--- src/rtl/lod_params.svh ---
// Constants of the electrode lead-off detector: register map, field positions,
// reset values, comparator levels and timing counts.
// Assumes a 100 MHz system clock.
`ifndef LOD_PARAMS_SVH
`define LOD_PARAMS_SVH

`define LOD_CLK_PERIOD_NS 10
// Register addresses
`define LOD_ADDR_CTL 6'h02
`define LOD_ADDR_UTH 6'h03
`define LOD_ADDR_LTH 6'h04
`define LOD_ADDR_DCSTAT 6'h1e
`define LOD_ADDR_LEAD_OFF_STATUS_REG 6'h1f
`define LOD_ADDR_AMP_FIRST 6'h31
`define LOD_ADDR_AMP_LAST 6'h35
// lead_off_control fields
`define LOD_CTL_DC_EN 0
`define LOD_CTL_AC_EN 1
`define LOD_CTL_CUR 4:2
`define LOD_CTL_AMP 17:16
`define LOD_CTL_POL 23:18
`define LOD_CUR_MAX 3'h6
// Threshold register fields
`define LOD_TH_AC 15:0
`define LOD_TH_ADC 23:16
// Reset values
`define LOD_CTL_RST 24'h000000
`define LOD_UTH_RST 24'h7fffff
`define LOD_LTH_RST 24'h800000
// Fixed dc comparator levels in mV
`define LOD_DC_HI_MV 12'h960
`define LOD_DC_LO_MV 12'h0c8
`define LOD_REF_HI_MV 12'hb54
`define LOD_REF_LO_MV 12'h064
// Carrier 2.039 kHz as phase step of a 32-bit accumulator
`define LOD_CARRIER_HZ 2039
`define LOD_PHASE_INC \
  (32'((64'd`LOD_CARRIER_HZ << 32) * `LOD_CLK_PERIOD_NS / 64'd1000000000))
// Detection latency under 10 ms; amplitude window 1 ms
`define LOD_LATENCY_MS 10
`define LOD_WIN_NS 1000000
`define LOD_WIN_CYCLES (`LOD_WIN_NS / `LOD_CLK_PERIOD_NS)

`endif

--- src/rtl/lod_pkg.sv ---
// Types shared by the lead-off detector files.
// Assumes nothing beyond the constants header.
package lod_pkg;
  typedef logic [11:0] lod_mv_t;
  typedef logic [15:0] lod_smp_t;
  typedef struct packed {
    logic lead_off;
    logic adc_oor;
  } lod_hdr_s;
endpackage

--- src/rtl/lod_amp_mem.sv ---
// Eight-word amplitude store with registered read data.
// Assumes one writer and one reader in the same clock domain.
`timescale 1ns/1ps
`default_nettype none
module lod_amp_mem (
  input wire logic clk_i, // System clock
  input wire logic we_i, // Write strobe
  input wire logic [2:0] waddr_i, // Write index
  input wire logic [23:0] wdata_i, // Write word
  input wire logic [2:0] raddr_i, // Read index
  output logic [23:0] rdata_o // Registered read word
);
  logic [23:0] mem [0:7];

  always_ff @(posedge clk_i) begin
    if (we_i) begin
      mem[waddr_i] <= wdata_i;
    end
    rdata_o <= mem[raddr_i];
  end
endmodule // lod_amp_mem
`default_nettype wire

--- src/rtl/lod_top.sv ---
// Lead-off detector: dc comparators, ac carrier demodulation, ADC range
// check, frame header flags and the register port.
// Assumes pin levels arrive digitised in mV and all inputs are synchronous.
`timescale 1ns/1ps
`default_nettype none
`include "lod_params.svh"

// Functional notes
// - DC flag above 2.4 V or below 0.2 V
// - DC current 10 to 70 nA, 10 nA steps
// - All six inputs share dc detection, own bit
// - Reference saturation flagged in dc status register
// - AC carrier fixed at 2.039 kHz
// - Per-electrode polarity bits 23:18, programmable amplitude
// - AC only on three limbs and common-mode
// - I/Q demodulate, amplitude detect, low-pass filter
// - AC flag when amplitude above upper threshold
// - AC flag when amplitude below lower threshold
// - Compare gain-scaled amplitude, current-independent thresholds
// - Amplitudes readable at four consecutive registers
// - AC lead-off reported within 10 ms
// - AC detection off while calibration DAC enabled
// - ADC range check sets header flag
// - Any lead-off sets header lead-off flag
// - DC and AC methods enabled independently
module lod_top import lod_pkg::*; #(
  parameter int unsigned WIN_CYCLES = `LOD_WIN_CYCLES
) (
  input wire logic REF_CLK_I, // System clock
  input wire logic SYS_RST_I, // Sync reset, high
  input wire logic REG_WR_I, // Register write strobe
  input wire logic REG_RD_I, // Register read strobe
  input wire logic [5:0] REG_ADDR_I, // Register address
  input wire logic [23:0] REG_WDATA_I, // Write data
  output logic [23:0] REG_RDATA_O, // Read data
  output logic REG_RVALID_O, // Read data valid pulse
  input wire lod_mv_t [6:0] ELEC_MV_I, // Pin levels RA LA LL V1 V2 CM REF
  input wire lod_smp_t [3:0] ADC_SMP_I, // Samples LA LL RA CM
  input wire logic SMP_VALID_I, // Sample strobe
  input wire logic CAL_DAC_EN_I, // Calibration DAC on
  input wire logic FRAME_I, // Frame boundary pulse
  output logic DC_EN_O, // DC current enable
  output logic [2:0] DC_CUR_O, // Current step, (n+1)*10 nA
  output logic [5:0] AC_DRIVE_O, // Carrier per electrode
  output logic [1:0] AC_AMP_O, // Drive amplitude code
  output lod_hdr_s HDR_O // Frame header flags
);
  localparam logic [31:0] PHASE_INC = `LOD_PHASE_INC;

  //////////////////////////////////////////////////////////////////////////
  function automatic logic [31:0] abs32(input logic signed [31:0] x);
    return x[31] ? 32'(-x) : 32'(x);
  endfunction

  function automatic logic [15:0] sat16(input logic [23:0] f);
    return (|f[23:16]) ? 16'hffff : f[15:0];
  endfunction

  function automatic logic out_of(input lod_mv_t v, input lod_mv_t hi,
                                  input lod_mv_t lo);
    return (v > hi) || (v < lo);
  endfunction

  function automatic logic adc_oor(input lod_smp_t s, input logic [23:0] u,
                                   input logic [23:0] l);
    return ($signed(s[15:8]) > $signed(u[`LOD_TH_ADC])) ||
           ($signed(s[15:8]) < $signed(l[`LOD_TH_ADC]));
  endfunction

  //////////////////////////////////////////////////////////////////////////
  // Control registers
  logic [23:0] ctl, next_ctl;
  logic [23:0] uth, next_uth;
  logic [23:0] lth, next_lth;

  always_comb begin
    next_ctl = ctl;
    next_uth = uth;
    next_lth = lth;
    if (REG_WR_I) begin
      unique case (REG_ADDR_I)
        `LOD_ADDR_CTL: begin
          next_ctl = REG_WDATA_I;
          if (REG_WDATA_I[`LOD_CTL_CUR] > `LOD_CUR_MAX) begin
            next_ctl[`LOD_CTL_CUR] = `LOD_CUR_MAX;
          end
        end
        `LOD_ADDR_UTH: next_uth = REG_WDATA_I;
        `LOD_ADDR_LTH: next_lth = REG_WDATA_I;
        default: ;
      endcase
    end
  end

  always_ff @(posedge REF_CLK_I) begin
    if (SYS_RST_I) begin
      ctl <= `LOD_CTL_RST;
      uth <= `LOD_UTH_RST;
      lth <= `LOD_LTH_RST;
    end else begin
      ctl <= next_ctl;
      uth <= next_uth;
      lth <= next_lth;
    end
  end

  logic dc_en;
  logic ac_act;
  assign dc_en = ctl[`LOD_CTL_DC_EN];
  assign ac_act = ctl[`LOD_CTL_AC_EN] && !CAL_DAC_EN_I;

  //////////////////////////////////////////////////////////////////////////
  // DC comparators
  logic [6:0] dc_stat, next_dc_stat;

  always_comb begin
    next_dc_stat = '0;
    // same window on all six electrode pins, REF has its own
    for (int k = 0; k < 6; k++) begin
      next_dc_stat[k] = dc_en && out_of(ELEC_MV_I[k], `LOD_DC_HI_MV, `LOD_DC_LO_MV);
    end
    next_dc_stat[6] = dc_en && out_of(ELEC_MV_I[6], `LOD_REF_HI_MV, `LOD_REF_LO_MV);
  end

  always_ff @(posedge REF_CLK_I) begin
    if (SYS_RST_I) begin
      dc_stat <= '0;
    end else begin
      dc_stat <= next_dc_stat;
    end
  end

  //////////////////////////////////////////////////////////////////////////
  // Carrier and drive outputs
  logic [31:0] phase, next_phase;
  logic [5:0] next_drive;

  always_comb begin
    next_phase = phase + PHASE_INC;
    next_drive = ac_act ? ({6{phase[31]}} ^ ctl[`LOD_CTL_POL]) : 6'h00;
  end

  always_ff @(posedge REF_CLK_I) begin
    if (SYS_RST_I) begin
      phase <= '0;
      AC_DRIVE_O <= '0;
      AC_AMP_O <= '0;
      DC_EN_O <= 1'b0;
      DC_CUR_O <= '0;
    end else begin
      phase <= next_phase;
      AC_DRIVE_O <= next_drive;
      AC_AMP_O <= ctl[`LOD_CTL_AMP];
      DC_EN_O <= dc_en;
      DC_CUR_O <= ctl[`LOD_CTL_CUR];
    end
  end

  //////////////////////////////////////////////////////////////////////////
  // AC demodulation; the square-wave reference trades harmonic rejection
  // for having no multiplier
  logic signed [31:0] i_acc [4];
  logic signed [31:0] q_acc [4];
  logic signed [31:0] next_i [4];
  logic signed [31:0] next_q [4];
  logic [23:0] filt [4];
  logic [23:0] next_filt [4];
  logic [3:0] ac_flag, next_ac_flag;
  logic [16:0] win_cnt, next_win_cnt;
  logic dump;
  logic [2:0] sweep, next_sweep;

  assign dump = (win_cnt == 17'(WIN_CYCLES - 1));

  always_comb begin
    logic [32:0] mag;
    logic [25:0] d;
    logic signed [31:0] x;
    mag = '0;
    d = '0;
    x = '0;
    next_win_cnt = (dump || !ac_act) ? 17'h00000 : win_cnt + 17'h00001;
    next_sweep = dump ? 3'h4 : ((sweep != 3'h0) ? sweep - 3'h1 : 3'h0);
    for (int k = 0; k < 4; k++) begin
      next_i[k] = i_acc[k];
      next_q[k] = q_acc[k];
      next_filt[k] = filt[k];
      x = 32'($signed(ADC_SMP_I[k]));
      if (!ac_act || dump) begin
        next_i[k] = '0;
        next_q[k] = '0;
      end else if (SMP_VALID_I) begin
        next_i[k] = (phase[31] ^ phase[30]) ? i_acc[k] - x : i_acc[k] + x;
        next_q[k] = phase[31] ? q_acc[k] - x : q_acc[k] + x;
      end
      if (!ac_act) begin
        next_filt[k] = '0;
      end else if (dump) begin
        mag = {1'b0, abs32(i_acc[k])} + {1'b0, abs32(q_acc[k])};
        d = {2'b00, mag[32:9]} - {2'b00, filt[k]};
        next_filt[k] = filt[k] + 24'($signed(d) >>> 2);
      end
      next_ac_flag[k] = ac_act &&
        ((sat16(filt[k]) > uth[`LOD_TH_AC]) || (sat16(filt[k]) < lth[`LOD_TH_AC]));
    end
  end

  always_ff @(posedge REF_CLK_I) begin
    if (SYS_RST_I) begin
      win_cnt <= '0;
      sweep <= '0;
      ac_flag <= '0;
      for (int k = 0; k < 4; k++) begin
        i_acc[k] <= '0;
        q_acc[k] <= '0;
        filt[k] <= '0;
      end
    end else begin
      win_cnt <= next_win_cnt;
      sweep <= next_sweep;
      ac_flag <= next_ac_flag;
      for (int k = 0; k < 4; k++) begin
        i_acc[k] <= next_i[k];
        q_acc[k] <= next_q[k];
        filt[k] <= next_filt[k];
      end
    end
  end

  //////////////////////////////////////////////////////////////////////////
  // Amplitude store, refreshed one word a cycle after each window
  logic [2:0] mem_raddr;
  logic [23:0] mem_rdata;
  logic [1:0] sw_idx;

  assign sw_idx = 2'(sweep - 3'h1);
  assign mem_raddr = 3'(REG_ADDR_I - `LOD_ADDR_AMP_FIRST);

  lod_amp_mem u_amp (
    .clk_i(REF_CLK_I),
    .we_i(sweep != 3'h0),
    .waddr_i({1'b0, sw_idx}),
    .wdata_i(filt[sw_idx]),
    .raddr_i(mem_raddr),
    .rdata_o(mem_rdata)
  );

  //////////////////////////////////////////////////////////////////////////
  // Frame header; range hits are held until the next frame boundary
  logic oor_pend, next_oor_pend;
  lod_hdr_s next_hdr;
  logic any_oor;

  always_comb begin
    any_oor = 1'b0;
    for (int k = 0; k < 4; k++) begin
      any_oor = any_oor || (SMP_VALID_I && adc_oor(ADC_SMP_I[k], uth, lth));
    end
    // New hit in the frame cycle survives the clear
    next_oor_pend = FRAME_I ? any_oor : (oor_pend || any_oor);
    next_hdr = HDR_O;
    if (FRAME_I) begin
      next_hdr.lead_off = (|dc_stat) || (|ac_flag);
      next_hdr.adc_oor = oor_pend || any_oor;
    end
  end

  always_ff @(posedge REF_CLK_I) begin
    if (SYS_RST_I) begin
      oor_pend <= 1'b0;
      HDR_O <= '0;
    end else begin
      oor_pend <= next_oor_pend;
      HDR_O <= next_hdr;
    end
  end

  //////////////////////////////////////////////////////////////////////////
  // Register reads, two cycles to match the store's read register
  logic rd_v1, next_rd_v1;
  logic rd_mem1, next_rd_mem1;
  logic [23:0] rd_dat1, next_rd_dat1;
  logic [23:0] next_rdata;

  always_comb begin
    next_rd_v1 = REG_RD_I;
    next_rd_mem1 = 1'b0;
    next_rd_dat1 = '0;
    if (REG_RD_I) begin
      unique case (REG_ADDR_I)
        `LOD_ADDR_CTL: next_rd_dat1 = ctl;
        `LOD_ADDR_UTH: next_rd_dat1 = uth;
        `LOD_ADDR_LTH: next_rd_dat1 = lth;
        `LOD_ADDR_DCSTAT: next_rd_dat1 = {17'h00000, dc_stat};
        `LOD_ADDR_LEAD_OFF_STATUS_REG: next_rd_dat1 = {13'h0000, ac_flag, dc_stat};
        // amplitude block, last word reads zero
        6'h31, 6'h32, 6'h33, 6'h34: next_rd_mem1 = 1'b1;
        default: next_rd_dat1 = '0;
      endcase
    end
    next_rdata = rd_mem1 ? mem_rdata : rd_dat1;
  end

  always_ff @(posedge REF_CLK_I) begin
    if (SYS_RST_I) begin
      rd_v1 <= 1'b0;
      rd_mem1 <= 1'b0;
      rd_dat1 <= '0;
      REG_RVALID_O <= 1'b0;
      REG_RDATA_O <= '0;
    end else begin
      rd_v1 <= next_rd_v1;
      rd_mem1 <= next_rd_mem1;
      rd_dat1 <= next_rd_dat1;
      REG_RVALID_O <= rd_v1;
      REG_RDATA_O <= rd_v1 ? next_rdata : 24'h000000;
    end
  end
endmodule // lod_top
`default_nettype wire

--- config.mk ---
export PLATFORM = sky130hd
export DESIGN_NAME = lod_top
export DESIGN_NICKNAME = d
export VERILOG_FILES = /design/src/rtl/lod_pkg.sv /design/src/rtl/lod_amp_mem.sv /design/src/rtl/lod_top.sv
export VERILOG_INCLUDE_DIRS = /design/src /design/src/rtl
export SDC_FILE = /design/constraint.sdc
export NUM_CORES = 2
export LEC_CHECK = 0
export ABC_CLOCK_PERIOD_IN_PS = 8300
export BUFFER_PORTS_ARGS = -buffer_cell sky130_fd_sc_hd__buf_2
export CAP_MARGIN = 15
export CORE_MARGIN = 3
export CORE_UTILIZATION = 39
export DETAILED_ROUTE_END_ITERATION = 8
export PLACE_DENSITY = 0.62
export SYNTH_ARGS = -nofsm -noshare
export SYNTH_HDL_FRONTEND = slang
export SYNTH_SLANG_ARGS = --single-unit
--- constraint.sdc ---
create_clock -name REF_CLK_I -period 8.3 [get_ports REF_CLK_I]
set_input_delay 1.66 -clock REF_CLK_I [delete_from_list [all_inputs] [get_ports REF_CLK_I]]
set_output_delay 1.66 -clock REF_CLK_I [all_outputs]
set_load 0.02 [all_outputs]
# == Yosys cells after proc, flatten, opt, wreduce, memory -nomap -nowiden ==
# Memories as Yosys holds them, arrays and structs flattened. A register that Yosys moved wholly into a read port is not among the register bits.
# Index checks and enable logic that the tools add are counted.
# totals
wordCells,247
in_bits,185
mem_count,4
output_inout_bits,39
ramBits,544
reg_bits,201
# mem_list
name,depth,word_bits,rd,rd_ports_with_merged_regs,wr,line_no,text
u_amp.mem,8,24,1,1,1,lod_amp_mem.sv:13,logic [23:0] mem [0:7];
i_acc,4,32,4,0,4,lod_top.sv:162,logic signed [31:0] i_acc [4];
q_acc,4,32,4,0,4,lod_top.sv:163,logic signed [31:0] q_acc [4];
filt,4,24,5,0,4,lod_top.sv:166,logic [23:0] filt [4];
# op_classes
reduce_logical,55
n_bitwise,18
n_eq_ne,10
muxes,68
order_cmp,31
addsub,40
# ops
cell,n
$mux 32,40
$mux 24,13
$add 32x16->32,8
$neg 32->32,8
$sub 32x16->32,8
$add 32x32->33,4
$pmux 24 s5,1
$sub 24x24->25,4
$add 24x24->24,4
$gt 12x12->1 const B,7
$lt 12x8->1 const B,6
$gt 16x16->1,4
$lt 16x16->1,4
$mux 16,4
$add 32x17->32 const B,1
$gt 8x8->1,4
$lt 8x8->1,4
$reduce_or 8->1,4
$eq 6x6->1 const B,4
$logic_or 1x1->1,21
$add 17x1->17 const B,1
$eq 17x17->1 const B,1
$logic_and 1x1->1,16
$eq 6x2->1 const B,2
other kinds (18),49

# == Depth between registers and ports, before layout ==
# An unclocked memory read counts as a cell.
# depth
word_depth,9
depth_mapped,41
mapped_depth_nobuf,41

# == By module ==
# From an unflattened synthesis, not the netlist that was laid out.
# hier_totals
hier_cells,7561
area_unflattened_um2,63509.7
# modules_own_cells
mod,instances,area_per_inst_um2,seq_area_each_um2,cells_per_inst
lod_top,1,55699.7,11050.6,7247
lod_amp_mem,1,7810.0,6246.0,314

# == Least setup slack after synthesis ==
# Ideal clock, no wire load.
# synth_path
kind,register to register
from,mem q_acc[2][1]
to,mem filt[2][23]
path_buffers,0
synth_period_minus_slack_ns,8.009
setup_ns,0.070
t_arrival_ns,7.938
path_slack_ns,0.291
required_ns,8.230
stages_incl_launch_ff,41
cell_sequence,dfxtp_1 > inv_1 > nand2_1 > or4_1 > or2_2 > o21ai_0 > xnor2_1 > ha_1 > a41oi_1 > nand2_1 > nor3_1 > o21bai_1 > a21oi_1 > a21oi_1 > and2_1 > o21a_1 > o21a_1 > nor2_1 > [5 not listed] > a31oi_1 > nor2b_1 > o21a_1 > o21ai_0 > nand2b_1 > xor2_1 > ha_1 > a21o_1 > a21o_1 > a21oi_1 > o2bb2ai_1 > a31o_2 > o2111a_1 > nor3_1 > a2111oi_0 > nor4_1 > or4_1 > a21oi_1
# synth_rtl
element,line_no
from (decl),lod_top.sv:163
to (decl),lod_top.sv:166

==> metrics <==
status finished clean; Tot Pwr 8.69 mW; GP Congestion 0.938; Finished Layout Cells 9,813; CTS H-tree depth 3; WP data required 8.95 ns; ratio of cells with drive above 1 in the final layout 8.68%; cts bufs inserted 87; Area Overhead vs Synth 12.0%; core area 153,000 µm²; Root Driver clkbuf_16; GR Util All Layers 23.4%; worst slew pin tran 1.23 ns; Slew HR 17.8%; Yosys top cell area share 19.1%; Syn Nets 8,469; Site Rows 143; IO Port Bufs 223; Syn Area/Cell 8.05 µm²; Most used DFF post-synth dfxtp_1; worst hold-check slack 0.436 ns; Die X 399 µm; Hold Fails Final Rpt 0; final net count 8,658; pin count of the biggest net entering global routing 141; global route overflow 0; clock sink count 672; detailed-route vias per instance 5.70; Netlist cell types 79; Pleak 30.3 nW; Final period util 95.4%; Min-Delay Path Class flip-flop to flip-flop; Reg clk slew, reported paths 0.06 ns; Clock Path Buffers 3; DRT Wirelength 193,000 µm; total number of vias 55,900; Clock Latency Late Sink 0.75 ns; commonest non-fill, non-tap cell in the layout ha_1; Post-synth ARST share 0%; critical path class flip-flop to flip-flop; most frequent CP cell a21o_1; Peak VDD IR 188 µV; commonest non-fill, non-tap cells in the layout ha_1 (774), a21oi_1 (766), nor2_1 (715); Crit Path Max Fanout 6; I/O pin count 224; post-route antenna net violation count 0; Die ar. 159,000 µm²; highest clock rate 126 MHz; final worst setup slack 0.383 ns; Seq cells post-synth 672; first-pass GRT wire length 297,000 µm; power per cell area 129 nW/µm²; vias in the first global route 52,600; largest delay contributor family on the critical path compound AO/OA/AOI/OAI gates; Area contributors post-synth dfxtp_1 (19%), ha_1 (16%), xnor2_1 (8.5%); Starting Density 39.5%; Max stage delay on crit path 0.40 ns; Mapped Cells 7,497; WP data arrival 8.57 ns; initial drt markers 4,290; placed insts 9,619; Post-DP HPWL 148,000 µm; synth warn 0; synthesized area 60,300 µm²; final setup fails 0; sequential fraction of the synthesis area 23.9%; CTS tree built; fin. max-slew vios 0; DRT Pass-1 Iters 7; Final min period 7.92 ns; number of max-cap violations 0; per-cell routed wire length 19.7 µm; Post-synth EDFFs 96; Total Negative Setup Slacks 0 ns; drc violations 0; die height 399 µm; area leader, netlist dfxtp_1; Setup crit start kind flip-flop; Bufs and invs on worst path 3; dpl ws 0.0614 ns; endpoint kind of the worst setup timing path flip-flop; Crit-path slowest cell or4_1; Fill cells 15,200; antenna violations before repair 41; skew final 0.0660 ns
==> metal layers <==
layer,global-route usage (%),part of all wire (%),vias to the layer above
met2,38.2,45,1616
met4,6.87,2.9,22
met3,5.35,7.6,313
met5,0,0.081,-
met1,30.8,45,26400
li1,-,-,27600
==> final timing paths <==
kind | startpoint | end | slack (ns) | cells past startpoint
min reg2reg | HDR_O[0]$_SDFFE_PP0P_ | HDR_O[0]$_SDFFE_PP0P_ | 0.44 | 2
max reg2reg | q_acc[1][1]$_SDFFE_PP0P_ | filt[1][23]$_SDFFE_PP0P_ | 0.38 | 37
min | HDR_O[0]$_SDFFE_PP0P_ | HDR_O[0]$_SDFFE_PP0P_ | 0.44 | 2
max | q_acc[1][1]$_SDFFE_PP0P_ | filt[1][23]$_SDFFE_PP0P_ | 0.38 | 37
==> registers in the layout, indices dropped and copies added, names as in the netlist, 2 cells and up <==
signal / flops
AC_AMP_O: 2
rd_dat1: 24
i_acc: 128
DC_CUR_O: 3
u_amp.mem: 96
HDR_O: 2
AC_DRIVE_O: 6
ctl: 24
phase: 31
uth: 24
q_acc: 128
lth: 24
ac_flag: 4
filt: 96
dc_stat: 7
sweep: 3
u_amp.rdata_o: 24
win_cnt: 17
REG_RDATA_O: 24
==> timing repair <==
| action | in CTS | in global routing |
|---|---|---|
| hold buffers | 0 | 0 |
| setup buffers | 0 | 5 |
| gates resized for setup | 0 | 58 |
| setup endpoints to repair | 0 | 15 |
| hold endpoints to repair | 0 | 0 |
==> report_power, final <==
part           total (mW)  internal [mW]  switching (mW)  leakage, nW
sequential           3.57           3.52          0.0558         5.55
clock                4.04           2.35            1.69         1.51
combinational        1.08          0.427           0.650         23.3
total                8.69           6.29            2.39         30.3
==> layout make-up <==
class                   count  area (µm²)  share of cell area, %
flip-flops and latches    672       14400                   21.3
diodes                     22        55.1                 0.0815
well taps                2030        2540                   3.76
clock inverters            39         542                  0.802
inverters                 320        1200                   1.78
multi-input cells        6261       44200                   65.4
clock buffers             125        2570                   3.80
repair buffers            344        2070                   3.07
==> cell families after synthesis <==
kind of cell,after synthesis,synth area share (%)
fa+ha+maj,787,16.5
compound gates,2068,21.6
flops,672,23.9
buf+inv,564,3.51
simple gates,2424,18.9
xor+xnor,786,11.4
mux,196,4.25
==> through the flow <==
stage	utilization [%]	instance area [µm²]
finish	44.2	67600
floorplan	-	60300
detailed placement	41.9	64100
global route	44.2	67500
global placement	41.9	64100
CTS	44.0	67200
==> synth_stat cells (all sizes together) (44+ instances only) <==
| master | count |
|---|---|
| o21bai | 55 |
| a21oi | 775 |
| clkbuf | 227 |
| nand3 | 195 |
| a21o | 227 |
| o31ai | 101 |
| o211ai | 53 |
| mux2i | 147 |
| nor2b | 105 |
| mux4 | 48 |
| ha | 775 |
| xnor2 | 587 |
| a31oi | 49 |
| nand4 | 61 |
| o21a | 92 |
| o41ai | 44 |
| dfxtp | 576 |
| a211oi | 92 |
| and3 | 48 |
| nor2 | 721 |
| inv | 320 |
| or4 | 50 |
| xor2 | 199 |
| nor4 | 55 |
| nand2b | 115 |
| nor3 | 145 |
| or3 | 70 |
| o21ai | 360 |
| edfxtp | 96 |
| nand2 | 715 |
==> tightest hold or removal path, stage by stage, from the launching register on <==
cell	delay [ns]
dfxtp_1	0.30
nand2_1	0.05
nand2_1	0.04
Note: power is estimated with default switching activity, not from simulation.
